### config.mk
export PLATFORM = sky130hd
export DESIGN_NAME = rssi_pwm_indicator
export DESIGN_NICKNAME = d
export VERILOG_FILES = /design/src/shared/rspwm_pkg.sv /design/src/shared/rspwm_tick_if.sv /design/src/rtl/rspwm_divider.sv /design/src/rtl/rspwm_wave.sv /design/src/rtl/rssi_pwm_indicator.sv
export VERILOG_INCLUDE_DIRS = /design/src /design/src/shared
export SDC_FILE = /design/constraint.sdc
export NUM_CORES = 1
export LEC_CHECK = 0
export ABC_AREA = 1
export BUFFER_PORTS_ARGS = -buffer_cell sky130_fd_sc_hd__clkbuf_2
export CORE_MARGIN = 5
export CORE_UTILIZATION = 55
export DETAILED_ROUTE_END_ITERATION = 16
export PLACE_DENSITY = 0.84
export SYNTH_ARGS = -nofsm -noshare
export SYNTH_HDL_FRONTEND = slang
export SYNTH_SLANG_ARGS = --single-unit
### constraint.sdc
create_clock -name clk -period 11.12 [get_ports clk]
set_input_delay 2.78 -clock clk [delete_from_list [all_inputs] [get_ports clk]]
set_output_delay 2.78 -clock clk [all_outputs]
set_load 0.05 [all_outputs]
### src/shared/rspwm_params.svh
`ifndef RSPWM_PARAMS_SVH
`define RSPWM_PARAMS_SVH
`define RSPWM_CMD_HOLD_CODE 8'h22
`define RSPWM_HOLD_MAX 8'h7F
`define RSPWM_HOLD_FOREVER 8'hFF
`define RSPWM_HOLD_RESET 8'h00
`define RSPWM_HOLD_UNIT_MS 100
`define RSPWM_CLK_HZ 20000000
`define RSPWM_STEP_NS 208000
`define RSPWM_STEP_CYCLES ((`RSPWM_STEP_NS * (`RSPWM_CLK_HZ / 1000000)) / 1000)
`define RSPWM_STEPS 40
`define RSPWM_MAX_HIGH 38
`define RSPWM_UNIT_CYCLES ((`RSPWM_HOLD_UNIT_MS * (`RSPWM_CLK_HZ / 1000)))
`define RSPWM_BASE_STEPS 13
`define RSPWM_DB_10 10
`endif

### src/shared/rspwm_pkg.sv
package rspwm_pkg;
    typedef enum logic [3:0] {
        RSPWM_SAMPLE = 4'h1,
        RSPWM_WAIT = 4'h2,
        RSPWM_IDLE = 4'h4,
        RSPWM_SHOW = 4'h8
    } rspwm_state_t;
endpackage

### src/shared/rspwm_tick_if.sv
`timescale 1ns/1ps
`default_nettype none
interface rspwm_tick_if;
    logic step_tick;
    logic unit_tick;
    modport src (output step_tick, output unit_tick);
    modport dst (input step_tick, input unit_tick);
endinterface
`default_nettype wire

### src/rtl/rspwm_divider.sv
`timescale 1ns/1ps
`default_nettype none
`include "rspwm_params.svh"
module rspwm_divider #(
    parameter int STEP_CYCLES = `RSPWM_STEP_CYCLES,
    parameter int UNIT_CYCLES = `RSPWM_UNIT_CYCLES
) (
    input wire logic clk,
    input wire logic reset,
    rspwm_tick_if.src ticks
);
    typedef struct packed {
        logic [15:0] step_cnt;
        logic [23:0] unit_cnt;
        logic step_tick;
        logic unit_tick;
    } rspwm_div_t;
    rspwm_div_t s_q, s_d;
    always_comb
    begin
        s_d = s_q;
        s_d.step_tick = 1'b0;
        s_d.unit_tick = 1'b0;
        if (s_q.step_cnt == 16'(STEP_CYCLES - 1))
        begin
            s_d.step_cnt = 16'h0000;
            s_d.step_tick = 1'b1;
        end
        else
            s_d.step_cnt = s_q.step_cnt + 16'h0001;
        if (s_q.unit_cnt == 24'(UNIT_CYCLES - 1))
        begin
            s_d.unit_cnt = 24'h000000;
            s_d.unit_tick = 1'b1;
        end
        else
            s_d.unit_cnt = s_q.unit_cnt + 24'h000001;
    end
    always_ff @(posedge clk)
    begin
        if (reset)
            s_q <= '0;
        else
            s_q <= s_d;
    end
    assign ticks.step_tick = s_q.step_tick;
    assign ticks.unit_tick = s_q.unit_tick;
endmodule // rspwm_divider
`default_nettype wire

### src/rtl/rspwm_wave.sv
`timescale 1ns/1ps
`default_nettype none
`include "rspwm_params.svh"
module rspwm_wave (
    input wire logic clk,
    input wire logic reset,
    rspwm_tick_if.dst ticks,
    input wire logic [5:0] high_steps,
    output logic level
);
    typedef struct packed {
        logic [5:0] pos;
        logic [5:0] latched;
        logic level;
    } rspwm_wave_t;
    rspwm_wave_t s_q, s_d;
    // duty latched at period start so a change never cuts a pulse short
    always_comb
    begin
        s_d = s_q;
        if (ticks.step_tick)
        begin
            if (s_q.pos == 6'(`RSPWM_STEPS - 1))
            begin
                s_d.pos = 6'h00;
                s_d.latched = high_steps;
            end
            else
                s_d.pos = s_q.pos + 6'h01;
        end
        s_d.level = (s_d.pos < s_d.latched);
    end
    always_ff @(posedge clk)
    begin
        if (reset)
            s_q <= '0;
        else
            s_q <= s_d;
    end
    assign level = s_q.level;
    period_len_a: assert property (@(posedge clk) disable iff (reset)
        (ticks.step_tick && s_q.pos == 6'(`RSPWM_STEPS - 1)) |=> s_q.pos == 6'h00)
        else $error("pwm period not 40 steps");
endmodule // rspwm_wave
`default_nettype wire

### src/rtl/rssi_pwm_indicator.sv
`timescale 1ns/1ps
`default_nettype none
`include "rspwm_params.svh"
// Summary of operation
// - The hold time is 0 to 0x7F units of 100 ms, zero turns the output off and is the default.
// - Duty runs from 0 to 95 percent, with 0 for a signal at or below sensitivity.
// - The period is 40 steps of 0.208 ms and high time is a whole number of steps.
// - Levels 10, 20 and 30 dB above sensitivity give 19, 25 and 31 high steps.
// - After a packet the duty is shown for the hold time, then the output goes low until the next.
// - After the power-up wait the output is low until a packet gives a level.
// - A hold value of 0xFF never times out and always shows the last packet.
// - At power-up the pin is an input and is sampled for the command-mode decision.
// - After the hold-time wait that follows sampling, a non-zero hold time makes the pin an output driven low until a packet.
// - With a hold of 1 to 0x7F the pin stays an input for the hold time after power-up; with 0xFF the wait ends at once.
// - The hold time is read and written by binary code 0x22.
module rssi_pwm_indicator
    import rspwm_pkg::*;
#(
    parameter int STEP_CYCLES = `RSPWM_STEP_CYCLES,
    parameter int UNIT_CYCLES = `RSPWM_UNIT_CYCLES
) (
    input wire logic clk,
    input wire logic reset,
    input wire logic pkt_valid,
    input wire logic [7:0] pkt_db_above,
    input wire logic cmd_valid,
    input wire logic cmd_write,
    input wire logic [7:0] cmd_code,
    input wire logic [7:0] cmd_wdata,
    output logic cmd_ack,
    output logic [7:0] cmd_rdata,
    input wire logic cfg_pin_in,
    output logic cfg_pin_out,
    output logic cfg_pin_oe,
    output logic command_mode
);
    typedef struct packed {
        rspwm_state_t state;
        logic [7:0] hold;
        logic [7:0] timer;
        logic [5:0] steps;
        logic ack;
        logic [7:0] rdata;
        logic oe;
        logic out;
        logic cmd_mode;
    } rspwm_top_t;
    rspwm_top_t s_q, s_d;
    logic wave_level;
    rspwm_tick_if ticks();

    // 0 at threshold, else 13 steps plus 0.6 step per dB: 10/20/30 dB -> 19/25/31
    function automatic logic [5:0] db_to_steps(input logic [7:0] db);
        logic [11:0] raw;
        raw = 12'h000;
        if (db == 8'h00)
            return 6'h00;
        raw = 12'(`RSPWM_BASE_STEPS) + 12'((12'(db) * 12'h006) / 12'(`RSPWM_DB_10));
        if (raw > 12'(`RSPWM_MAX_HIGH))
            return 6'(`RSPWM_MAX_HIGH);
        return raw[5:0];
    endfunction

    rspwm_divider #(.STEP_CYCLES(STEP_CYCLES), .UNIT_CYCLES(UNIT_CYCLES)) u_div (
        .clk(clk),
        .reset(reset),
        .ticks(ticks)
    );
    rspwm_wave u_wave (
        .clk(clk),
        .reset(reset),
        .ticks(ticks),
        .high_steps(s_q.steps),
        .level(wave_level)
    );

    always_comb
    begin
        s_d = s_q;
        s_d.ack = 1'b0;
        if (cmd_valid && cmd_code == `RSPWM_CMD_HOLD_CODE)
        begin
            s_d.ack = 1'b1;
            s_d.rdata = s_q.hold;
            // values between 0x7F and 0xFF are refused, the stored value stays
            if (cmd_write && (cmd_wdata <= `RSPWM_HOLD_MAX || cmd_wdata == `RSPWM_HOLD_FOREVER))
                s_d.hold = cmd_wdata;
        end
        case (s_q.state)
            RSPWM_SAMPLE:
            begin
                s_d.cmd_mode = cfg_pin_in;
                s_d.timer = s_q.hold;
                s_d.state = RSPWM_WAIT;
            end
            RSPWM_WAIT:
            begin
                // pin stays an input for a hold time of 1 to 0x7F after power-up; with 0xFF the timer is 0 and the wait ends at once
                if (s_q.hold == 8'h00)
                    s_d.timer = 8'h00;
                else if (s_q.timer == 8'h00)
                    s_d.state = RSPWM_IDLE;
                else if (ticks.unit_tick)
                    s_d.timer = s_q.timer - 8'h01;
            end
            RSPWM_IDLE:
            begin
                s_d.steps = 6'h00;
                if (pkt_valid)
                begin
                    s_d.steps = db_to_steps(pkt_db_above);
                    s_d.timer = s_q.hold;
                    s_d.state = RSPWM_SHOW;
                end
            end
            RSPWM_SHOW:
            begin
                if (pkt_valid)
                begin
                    s_d.steps = db_to_steps(pkt_db_above);
                    s_d.timer = s_q.hold;
                end
                else if (s_q.hold != `RSPWM_HOLD_FOREVER && ticks.unit_tick)
                begin
                    if (s_q.timer <= 8'h01)
                    begin
                        s_d.steps = 6'h00;
                        s_d.state = RSPWM_IDLE;
                    end
                    else
                        s_d.timer = s_q.timer - 8'h01;
                end
            end
            default:
                s_d.state = RSPWM_SAMPLE;
        endcase
        // a hold of up to 0x7F written while waiting with a zero stored hold restarts the power-up count from the new value
        if (s_q.state == RSPWM_WAIT && s_q.hold == 8'h00 && cmd_valid && cmd_write
            && cmd_code == `RSPWM_CMD_HOLD_CODE && cmd_wdata <= `RSPWM_HOLD_MAX)
            s_d.timer = cmd_wdata;
        if (s_q.hold == 8'h00 && s_q.state != RSPWM_SAMPLE)
        begin
            s_d.state = RSPWM_WAIT;
            s_d.steps = 6'h00;
        end
        s_d.oe = (s_d.state == RSPWM_IDLE || s_d.state == RSPWM_SHOW);
        s_d.out = s_d.oe && (s_d.state == RSPWM_SHOW) && wave_level;
    end

    always_ff @(posedge clk)
    begin
        if (reset)
        begin
            s_q <= '0;
            s_q.state <= RSPWM_SAMPLE;
            s_q.hold <= `RSPWM_HOLD_RESET;
        end
        else
            s_q <= s_d;
    end

    assign cmd_ack = s_q.ack;
    assign cmd_rdata = s_q.rdata;
    assign cfg_pin_oe = s_q.oe;
    assign cfg_pin_out = s_q.out;
    assign command_mode = s_q.cmd_mode;

    zero_hold_off_a: assert property (@(posedge clk) disable iff (reset)
        (s_q.hold == 8'h00) |=> !cfg_pin_oe)
        else $error("pin driven with zero hold");
    max_duty_a: assert property (@(posedge clk) disable iff (reset)
        s_q.steps <= 6'(`RSPWM_MAX_HIGH))
        else $error("duty above 95 percent");
    chart_point_a: assert property (@(posedge clk) disable iff (reset)
        (pkt_valid && pkt_db_above == 8'h14 && s_q.hold != 8'h00
         && (s_q.state == RSPWM_IDLE || s_q.state == RSPWM_SHOW)) |=> s_q.steps == 6'h19)
        else $error("20 dB not 25 steps");
    idle_low_a: assert property (@(posedge clk) disable iff (reset)
        (s_q.state == RSPWM_IDLE && !pkt_valid) |=> !cfg_pin_out)
        else $error("output high with no packet");

    idle_no_duty_a: assert property (@(posedge clk) disable iff (reset)
        (s_q.state == RSPWM_IDLE) |-> s_q.steps == 6'h00)
        else $error("duty kept while idle");

    wait_no_duty_a: assert property (@(posedge clk) disable iff (reset)
        (s_q.state == RSPWM_WAIT) |=> s_q.steps == 6'h00)
        else $error("duty set during wait");

    wait_not_driven_a: assert property (@(posedge clk) disable iff (reset)
        (s_q.state == RSPWM_WAIT) |-> !cfg_pin_oe)
        else $error("pin driven while waiting");

    show_driven_a: assert property (@(posedge clk) disable iff (reset)
        (s_q.state == RSPWM_SHOW) |-> cfg_pin_oe)
        else $error("pin not driven while showing");

    out_needs_oe_a: assert property (@(posedge clk) disable iff (reset)
        cfg_pin_out |-> cfg_pin_oe)
        else $error("level driven with pin released");

    other_code_a: assert property (@(posedge clk) disable iff (reset)
        (cmd_valid && cmd_code != `RSPWM_CMD_HOLD_CODE) |=> !cmd_ack)
        else $error("foreign code answered");

    hold_write_a: assert property (@(posedge clk) disable iff (reset)
        (cmd_valid && cmd_write && cmd_code == `RSPWM_CMD_HOLD_CODE
         && cmd_wdata <= `RSPWM_HOLD_MAX) |=> s_q.hold == $past(cmd_wdata))
        else $error("hold write not stored");

    hold_refuse_a: assert property (@(posedge clk) disable iff (reset)
        (cmd_valid && cmd_write && cmd_code == `RSPWM_CMD_HOLD_CODE
         && cmd_wdata > `RSPWM_HOLD_MAX && cmd_wdata != `RSPWM_HOLD_FOREVER)
        |=> s_q.hold == $past(s_q.hold))
        else $error("out of range hold stored");

    chart_low_a: assert property (@(posedge clk) disable iff (reset)
        (pkt_valid && pkt_db_above == 8'h0A && s_q.hold != 8'h00 && !cmd_valid
         && (s_q.state == RSPWM_IDLE || s_q.state == RSPWM_SHOW)) |=> s_q.steps == 6'h13)
        else $error("10 dB not 19 steps");

    chart_high_a: assert property (@(posedge clk) disable iff (reset)
        (pkt_valid && pkt_db_above == 8'h1E && s_q.hold != 8'h00 && !cmd_valid
         && (s_q.state == RSPWM_IDLE || s_q.state == RSPWM_SHOW)) |=> s_q.steps == 6'h1F)
        else $error("30 dB not 31 steps");

    floor_level_a: assert property (@(posedge clk) disable iff (reset)
        (pkt_valid && pkt_db_above == 8'h00
         && (s_q.state == RSPWM_IDLE || s_q.state == RSPWM_SHOW)) |=> s_q.steps == 6'h00)
        else $error("floor level gave duty");

    mode_kept_a: assert property (@(posedge clk) disable iff (reset)
        (s_q.state != RSPWM_SAMPLE) |=> $stable(command_mode))
        else $error("mode changed after sampling");
    forever_hold_a: assert property (@(posedge clk) disable iff (reset)
        (s_q.state == RSPWM_SHOW && s_q.hold == `RSPWM_HOLD_FOREVER
         && $stable(s_q.hold)) |=> s_q.state == RSPWM_SHOW)
        else $error("0xFF hold timed out");
    sample_once_a: assert property (@(posedge clk) disable iff (reset)
        (s_q.state == RSPWM_SAMPLE) |=> (s_q.state == RSPWM_WAIT && !cfg_pin_oe))
        else $error("sampling did not lead to wait");
    timeout_low_a: assert property (@(posedge clk) disable iff (reset)
        (s_q.state == RSPWM_SHOW && s_q.hold != `RSPWM_HOLD_FOREVER && s_q.hold != 8'h00
         && !pkt_valid && ticks.unit_tick && s_q.timer <= 8'h01) |=> s_q.steps == 6'h00)
        else $error("hold expiry did not clear duty");
    cmd_answer_a: assert property (@(posedge clk) disable iff (reset)
        (cmd_valid && cmd_code == `RSPWM_CMD_HOLD_CODE) |=> (cmd_ack && cmd_rdata == $past(s_q.hold)))
        else $error("hold command not answered");
    pin_input_wait_a: assert property (@(posedge clk) disable iff (reset)
        (s_q.state == RSPWM_WAIT) |=> (!cfg_pin_oe || s_q.timer == 8'h00))
        else $error("pin driven during wait");
endmodule // rssi_pwm_indicator
`default_nettype wire

# == Yosys cells after proc, flatten, opt, wreduce, memory -nomap -nowiden ==
# Cells that the tools add are included.
# W data, S select, Z words.
# totals
output_inout_bits,12
word_cells,113
regBits,93
# op_classes
magnitude_cmp,4
n_eq_ne,20
n_reduce_logical,24
mul,1
n_div,1
mux,42
addsub,5
# ops
operator,count
$mux W6,9
$mux W14,3
$mux W8,5
$pmux W8 S4,1
$mux W4,7
$add A24 B1 Y24 const B,1
$eq A24 B21 Y1 const B,1
$logic_not A8 Y1,3
$add A16 B1 Y16 const B,1
$eq A16 B13 Y1 const B,1
$pmux W4 S4,1
$mux W1,13
$add A4 B12 Y12 const A,1
$div A11 B4 Y12 const B,1
$gt A12 B6 Y1 const B,1
$mux W12,1
$pmux W6 S2,1
$logic_and A1 B1 Y1,11
$mul A8 B2 Y10 const B,1
$mux W9,1
$ne A3 B3 Y1 const B,3
$eq A4 B3 Y1 const B,2
$eq A4 B4 Y1 const B,2
$eq A8 B6 Y1 const B,1
other kinds (21),25

# == Logic depth before layout (Yosys ltp) ==
# Gate-level depths: netlist (run 1).
# depth
word_depth,13
ltp_mapped,52
mapped_depth_nobuf,52

# == Cells and area by module ==
# From an unflattened synthesis (run 1), not the netlist that was laid out.
# hier_totals
cells_unflattened,915
area_unflattened_um2,6242.2
# modules_own_cells
module,cells_each,instances,area_per_inst_um2
rssi_pwm_indicator,518,1,3368.2
rspwm_divider,309,1,2175.8
rspwm_wave,88,1,698.2

# == Worst setup path after synthesis (run 1) ==
# OpenSTA, ideal clock, no wires.
# synth_path
kind,input-to-reg
start,input port pkt_db_above[0]
end,register s_q[14] (netlist name)
n_path_buf,0
arrival_time_ns,6.980
required_ns,10.977
setup_slack_ns,3.997
setup_ns,0.143
cell_stages,46
cell_sequence,ha_1 -> inv_1 -> fa_1 -> inv_1 -> nand2_1 -> nand2_1 -> and2_4 -> nand3_2 -> nand2_4 -> inv_1 -> nand2_2 -> nand3_1 -> nand2_2 -> nand2_4 -> nand2_2 -> nand3_2 -> nand2_4 -> nand2_4 -> (+10 left out) -> nand2_4 -> nand2_4 -> nand2_2 -> nand2_2 -> o21ai_2 -> nand3_2 -> nand2_1 -> nand2_2 -> ha_1 -> inv_1 -> nand2_1 -> nand3_1 -> xor2_1 -> nand2_1 -> a21oi_4 -> nand3_1 -> nand2_1 -> a21oi_1
# synth_between
elab_chain_len,12
# synth_rtl
element,line_no,source
from (decl),rssi_pwm_indicator.sv:25,"input wire logic [7:0] pkt_db_above,"
$mul A8 B2 Y10,rssi_pwm_indicator.sv:58,raw = 12'(`RSPWM_BASE_STEPS) + 12'((12'(db) * 12'h006) / 12'(`RSPWM_DB_10));
$div A11 B4 Y12,rssi_pwm_indicator.sv:58,
$add A4 B12 Y12,rssi_pwm_indicator.sv:58,
$gt A12 B6 Y1,rssi_pwm_indicator.sv:59,if (raw > 12'(`RSPWM_MAX_HIGH))
$mux W1,rssi_pwm_indicator.sv:59,
$mux W1,rssi_pwm_indicator.sv:58,
"$mux W1, on equally long branches","rssi_pwm_indicator.sv:118, rssi_pwm_indicator.sv:109",
$mux W1,rssi_pwm_indicator.sv:89,case (s_q.state)
$mux W6,rssi_pwm_indicator.sv:61,return raw[5:0];
$mux W6,rssi_pwm_indicator.sv:58,
"$mux W14, on equally long branches","rssi_pwm_indicator.sv:118, rssi_pwm_indicator.sv:109",
$pmux W6 S2 (*),rssi_pwm_indicator.sv:89,
to (decl),rssi_pwm_indicator.sv:48,"rspwm_top_t s_q, s_d;"
# Mark *: on every way between the ends. The rest lies on a longest branch, timed or not. The select of a mux whose other input is x is not followed.
# A chain may end at the register's enable or synchronous reset.

# == Final worst setup path (run 1) ==
# layout_path
start,input port pkt_db_above[0]
end,register s_q[13] (netlist name)
# The elaborated chain is that of the path after synthesis.

==> results of run 1 <==
-- worst min-delay path, delay by kind of cell (launching register included) --
family	cells	cell delay [ns]
and+or+nand+nor	2	0.10
DFF	1	0.31
-- through the flow --
stage	utilization, %	worst slack (ns)	hold slack (ns)
after detailed placement	59.6	3.35	0.429
after floorplan	-	4.00	0.410
after global routing	61.7	3.17	0.459
final	61.7	3.71	0.441
after CTS	61.7	3.71	0.442
after global placement	59.6	3.54	0.413
-- registers in the layout, indices dropped and copies added, names as in the netlist --
signal and flops:
cmd_ack 1, cmd_rdata 8, u_div.ticks.step_tick 1, u_div.ticks.unit_tick 1, cfg_pin_out 1, u_wave.level 1, u_wave.s_q 12, u_div.s_q 40
command_mode 1, cfg_pin_oe 1, s_q 26
-- synth_stat cells, types with 9 or more instances --
master and number:
nand4_1 15, nor3_1 30, inv_1 120, ha_1 26, nor3b_1 14, nand3_1 51, o21ai_0 28, nand2_1 139
nor4_1 13, nor2_1 103, xor2_1 12, nand2_2 17, a21oi_1 46, dfxtp_1 93, clkbuf_1 9
-- cell families (layout without fill, tap and decap cells) --
group,after synthesis,after routing
flops,93,93
xor+xnor,18,18
compound gates,109,109
mux,6,6
simple gates,409,409
fa+ha+maj,27,27
buf+inv,147,187
-- layer usage --
| metal | global-route usage (%) | up-vias | wire (µm) |
|---|---|---|---|
| met5 | 0 | - | 0 |
| met4 | 5.17 | 0 | 167 |
| met3 | 4.59 | 17 | 462 |
| met2 | 31.8 | 82 | 5330 |
| met1 | 23.3 | 2277 | 5210 |
| li1 | - | 2712 | - |
-- cell type report --
class	instances	area, µm²	area share [%]
multi-input combinational	569	3150	51.8
tap	133	166	2.73
sequential	93	1860	30.6
clock inverter	6	68.8	1.13
clock buffer	10	138	2.26
timing repair buffer	42	213	3.50
inverter	129	484	7.96
-- power breakdown --
group / switching (mW) / internal [mW]
combinational: 0.360 / 0.187
sequential: 0.00297 / 0.337
clock: 0.121 / 0.112
total: 0.484 / 0.636
-- worst max path at each step --
stage | from | depth (start not counted) | slack (ns) | end
after floorplan | pkt_db_above[0] | 46 | 4.00 | s_q[14]$_SDFFE_PP0P_
after global placement | pkt_db_above[0] | 49 | 3.54 | s_q[14]$_SDFFE_PP0P_
after detailed placement | pkt_db_above[1] | 49 | 3.35 | s_q[17]$_SDFFE_PP0P_
after CTS | pkt_db_above[1] | 49 | 3.71 | s_q[13]$_SDFFE_PP0P_
after global routing | pkt_db_above[0] | 49 | 3.17 | s_q[13]$_SDFFE_PP0P_
final | pkt_db_above[0] | 49 | 3.71 | s_q[13]$_SDFFE_PP0P_
==> results.md, run 1 <==
- Total track usage: 18.6%
- First-pass GRT wire length: around 20000 µm
- CTS tree: done
- Min Tclk post-route: around 7.4 ns
- Layout Cells excl Fill: 982
- Slowest cell on the critical path: fa_1
- DP Area: just under 0.006 mm²
- Max cap viols: 0
- Delay-heaviest family, CP: simple AND/OR/NAND/NOR gates
- Seq/Total Area, Yosys: between 30% and 40%
- ANT nets after route: 0
- Maximum vdd drop: 0.108 mV
- Share of cells above drive strength 1: 12.6%
- Most common cell after layout, fill and taps aside: nand2_1
- Xor/xnor share of the synthesized area: 2.82%
- Biggest area consumer among synthesized cells: dfxtp_1
- Crit share post-route: between 60% and 70%
- Vias per std cell: 5.18
- Resize count post-CTS: 0
- Initial core utilization: 56.7%
- Die ar.: 0.0123 mm²
- Worst endpoint required time: 11.32 ns
- Initial antenna violation count: 0
- Mapped Avg Cell Area: 6.92 µm²
- Fillers: just over 900
- Area Overhead vs Synth: 8.72%
- Synth Area in Simple Gates: 34.6%
- Setup TNS: 0 ns
- IO Pins: 42
- Synth top area share: 33.3%
- Final net count: 901
- R2r endpoint: u_div.s_q[25]$_SDFF_PP0_
- Reg-to-reg startpoint: u_div.s_q[2]$_SDFF_PP0_
- Per-cell routed wire length: ~11 µm
- Critical path arrival: roughly 7.6 ns
- Core ar.: 0.00986 mm²
- Worst r2r path cells: 16
- Gate Count Post-Synth: about 800
- Post-Route Skew: 0.0201 ns
- Clk Latency, worst-skew pair: 0.36 ns
- Compound-Gate Fraction of Synth Area: 11.6%
- Status: finished clean
- Cts hold-fix bufs: 0
- DRT Wirelength: 11200 µm
- Clock-pin slew on the worst setup and hold paths: 0.09 ns
- IO buf count: 41
- CTS buffer count: 9
- Synth Cell Area: between 0.005 and 0.006 mm²
- H-tree levels: 3
- Synth top area cells: dfxtp_1, nand2_1, inv_1
- Hold Path Cell Cnt: 2
- Vias in the first global route: 4663
- Grt ovf: 0
- Pleak: 2.78 nW
- Vias: 5088
- Yosys cell types: 48
- Crit-path most repeated cell: nand2_1
- Yosys reg bits: 93
- Hold Path Origin: u_wave.level$_SDFF_PP0_
- RSZ-0062 raised after global routing: no
- Final Hold Vio Count: 0
- Post-route cell area: 0.00609 mm²
- Syn Nets: 866
- Yosys warning count: 0
- Root Buffer: clkbuf_8
- CTS Buffer Depth: 2
- Inst Count DP: slightly below 1000
- Critical Path Max Stage Delay: 0.39 ns
- Post-CTS Setup Inserts: 0
- FF-to-FF setup slack: 8.47 ns
- Pwr Density: ~180 mW/mm²
- Worst-Margin Slew: about 0.76 ns
- Worst Hold Path EP: cfg_pin_out$_SDFF_PP0_
- Asr flop ratio synth: 0%
- Antenna Cells: 0
- WP buf/inv: 6
- Crit path launch type: primary input
- Chip Width: ~110 µm
- DIE HEIGHT: approximately 110 µm
- Final Setup Violations: 0
- WS Path Type: primary input to flip-flop
- RePlAce Congestion: 0.885
- Post-DP HPWL: 8580 µm
- Main combinational cell family by area after synthesis: simple AND/OR/NAND/NOR gates
- Ys flop type: dfxtp_1
- Max-slew violations: 0
- Clock Sinks: 93
- Total power: between 1 and 1.5 mW
- Worst slew margin: 48.9%
- Commonest cells after routing, fill and taps aside: nand2_1, inv_1, nor2_1
- DR pass1 iterations: 5
- Multiplexer share of the synthesized area: 1.07%
- Worst Hold Class: flip-flop to flip-flop
- Post-route DRC: 0
- Post-synth EDFFs: 0
- Crit. End Element: flip-flop
- FP Rows: 36
- 1st-iter DRT viols: 332
- CP max FO: 8
- Pin count of the biggest net entering global routing: 30
- Post-Synth Adder-Cell Area: 6.17%
- Maximum clock rate: 135 MHz
(Power assumes the default switching activity.)
==> run 2, diff against run 1 <==
- ABC_AREA: 1 -> 0
- PLACE_DENSITY: 0.84 -> 0.86
- clock period: 11.12 -> 6.3 ns (I/O delays scaled with it)
==> run 2 against run 1 <==
  * Global-route usage increased by 4.0 points
  * Synthesized cell count shrank 4.1%
  * Worst hold slack better by 0.0051 ns
  * Routed wire length up 37%
  * Non-clock buffer count rose by 62
  * Critical path depth fell by 23
  * Final cell count rose by 1.5%
  * Count of clock-buffer cells in the layout rose by 2
  * Critical path type unchanged
  * Sequential cell count unchanged
  * Setup slack worse by 3.5 ns
  * Clock power up 150%
==> results.md, run 2 <==
- RePlAce Congestion: a little under 1
- Asr flop ratio synth: 0%
- Largest regs: u_div.s_q: 40 flops, s_q: 26 flops, u_wave.s_q: 12 flops
- Per-cell routed wire length: approximately 15 µm
- Share of cells above drive strength 1: about a fifth
- R2r endpoint: u_wave.level$_SDFF_PP0_
- Post-route cell area: ~0.0073 mm²
- Vias: around 6000
- Yosys cell types: 87
- Biggest area consumer among synthesized cells: dfxtp_1
- Critical path arrival: between 6 and 7 ns
- Max cap viols: 0
- Most common cell in the netlist: nor2_1
- WS Path Type: primary input to flip-flop
- Worst Hold Path EP: u_div.s_q[26]$_SDFF_PP0_
- CP max FO: 8
- Post-DP HPWL: 10800 µm
- H-tree levels: 3
- Reg-to-reg startpoint: u_wave.s_q[7]$_SDFF_PP0_
- Final net count: 909
- Worst-Margin Slew: approximately 0.82 ns
- ANT nets after route: 0
- Worst slew margin: between 40% and 50%
- Post-route DRC: 0
- Initial antenna violation count: 0
- Most common cell after layout, fill and taps aside: nor2_1
- Die ar.: 0.0135 mm²
- Crit. End Element: flip-flop
- Seq/Total Area, Yosys: 30.1%
- Ys flop type: dfxtp_1
- Reg with most FFs: u_div.s_q
- Inst Count DP: 976
- Gate Count Post-Synth: 776
- Maximum vdd drop: 0.254 mV
- First-pass GRT wire length: ~25000 µm
- Storage cell area: 0.00186 mm²
- Max-slew violations: 0
- IO buf count: 41
- CTS tree: done
- Pin count of the biggest net entering global routing: 43
- FF-to-FF setup slack: 3.50 ns
- Fillers: 886
- Hold Path Cell Cnt: 1
- 1st-iter DRT viols: 593
- Min Tclk post-route: 6.05 ns
- Synth top area cells: dfxtp_1, nor2_1, ha_1
- Vias in the first global route: approximately 5600
- Clk Latency, worst-skew pair: 0.34 ns
- Area Overhead vs Synth: 17.3%
- Worst endpoint required time: 6.59 ns
- Final Hold Vio Count: 0
- Max reg flops: 40
- Final Setup Violations: 0
- Total track usage: 22.6%
- Hold Path Origin: u_div.s_q[26]$_SDFF_PP0_
- Post-Route Skew: 0.00506 ns
- Syn Nets: 833
- DRT Wirelength: around 15000 µm
- Commonest cells after routing, fill and taps aside: nor2_1, dfxtp_1, nand2_1
- Area of the multi-input gates: 0.00415 mm²
- Clock-pin slew on the worst setup and hold paths: ~0.06 ns
- Maximum clock rate: between 150 and 200 MHz
- Layout Cells excl Fill: around 1000
- Setup TNS: 0 ns
- Antenna Cells: 0
- Crit path launch type: primary input
- CTS buffer count: 9
- Grt ovf: 0
- Pleak: 2.90 nW
- Clock Sinks: 93
- FP Rows: 38
- IO Pins: 42
- Chip Width: 116 µm
- Yosys warning count: 0
- CTS Buffer Depth: 2
- Yosys reg bits: 93
- Pwr Density: 312 mW/mm²
- Commonest cells post-synth: nor2_1, dfxtp_1, nand2_1
- Core ar.: 0.0109 mm²
- DP Area: between 0.006 and 0.007 mm²
- Worst r2r path cells: 12
- Synth Cell Area: roughly 0.0062 mm²
- DIE HEIGHT: 116 µm
- Vias per std cell: 5.97
- Mapped Avg Cell Area: 7.98 µm²
- Final core occ: 66.4%
- Crit share post-route: 96.1%
- Status: finished clean
- Root Buffer: clkbuf_16
- DR pass1 iterations: 5
- Synth top area share: 30.1%
- Post-synth EDFFs: 0
- Worst Hold Class: flip-flop to flip-flop
- Initial core utilization: 56.6%
[run 2: logic make-up after synthesis]
logic type / synth area share, %
AOI/OAI and AO/OA: 21.4
DFF: 30.1
and+or+nand+nor: 25.9
adders and majority gates: 5.76
muxes: 2.85
xor gates and xnor gates: 9.15
buffers and inverters: 4.83
[run 2: through the flow]
stage / hold WS (ns) / setup WS, ns / power [mW]
floorplan: 0.406 / 0.0451 / 1.29
global placement: 0.432 / -0.00121 / 1.58
detailed placement: 0.437 / -0.0895 / 1.59
CTS: 0.451 / 0.244 / 2.18
global route: 0.488 / -0.0922 / 2.39
finish: 0.446 / 0.247 / 2.27
[run 2: where the power goes]
part	leakage, nW	internal, mW	switching, mW	total, mW
combinational	1.98	0.512	0.577	1.09
clock	0.163	0.368	0.212	0.580
sequential	0.751	0.594	0.00626	0.600
[run 2: area by class of cell]
| cell class | instances | share of cell area (%) |
|---|---|---|
| repair buffers | 104 | 9.33 |
| clock inverters | 4 | 0.964 |
| multi-input cells | 624 | 57.1 |
| well taps | 140 | 2.41 |
| flip-flops and latches | 93 | 25.6 |
| inverters | 20 | 1.03 |
| clock buffers | 12 | 3.53 |
[run 2: repair_timing]
item                                    in CTS  in global routing
resized for setup                            0                 23
buffers inserted                             0                  5
endpoints found under the setup margin       0                  6
hold buffers                                 0                  0
[run 2: per-layer routing]
metal	vias up	part of all wire, %	GRT usage, %
li1	2938	-	-
met1	2816	46	29.6
met2	172	48	37.7
met3	30	4.7	5.13
met4	0	1.8	5.96
met5	-	0	0
[run 2: worst max-delay path, cell delays in order]
cell and delay, ns:
clkbuf_2 0.13, ha_4 0.14, inv_1 0.05, fa_2 0.34
nand2b_4 0.18, a21oi_4 0.14, xor2_1 0.15, buf_4 0.17
buf_4 0.12, nand3_1 0.11, a32o_2 0.32, buf_4 0.14
a22o_2 0.29, o41ai_1 0.46, nor3_2 0.15, a211o_1 0.30
o211ai_2 0.10, nor2_4 0.07, inv_2 0.06, ha_2 0.18
nor2_2 0.05, o31a_1 0.30, nand2b_1 0.15, a32o_1 0.25
a32oi_2 0.22, a32o_1 0.20
[run 2: how the worst max path moves through the flow]
stage                                      end  slack (ns)            start
after floorplan           s_q[17]$_SDFFE_PP0P_        0.05  pkt_db_above[0]
after global placement    s_q[17]$_SDFFE_PP0P_      -0.001  pkt_db_above[1]
after detailed placement  s_q[17]$_SDFFE_PP0P_       -0.09  pkt_db_above[1]
after CTS                 s_q[17]$_SDFFE_PP0P_        0.24  pkt_db_above[1]
after global routing      s_q[17]$_SDFFE_PP0P_       -0.09  pkt_db_above[1]
final                     s_q[17]$_SDFFE_PP0P_        0.25  pkt_db_above[1]
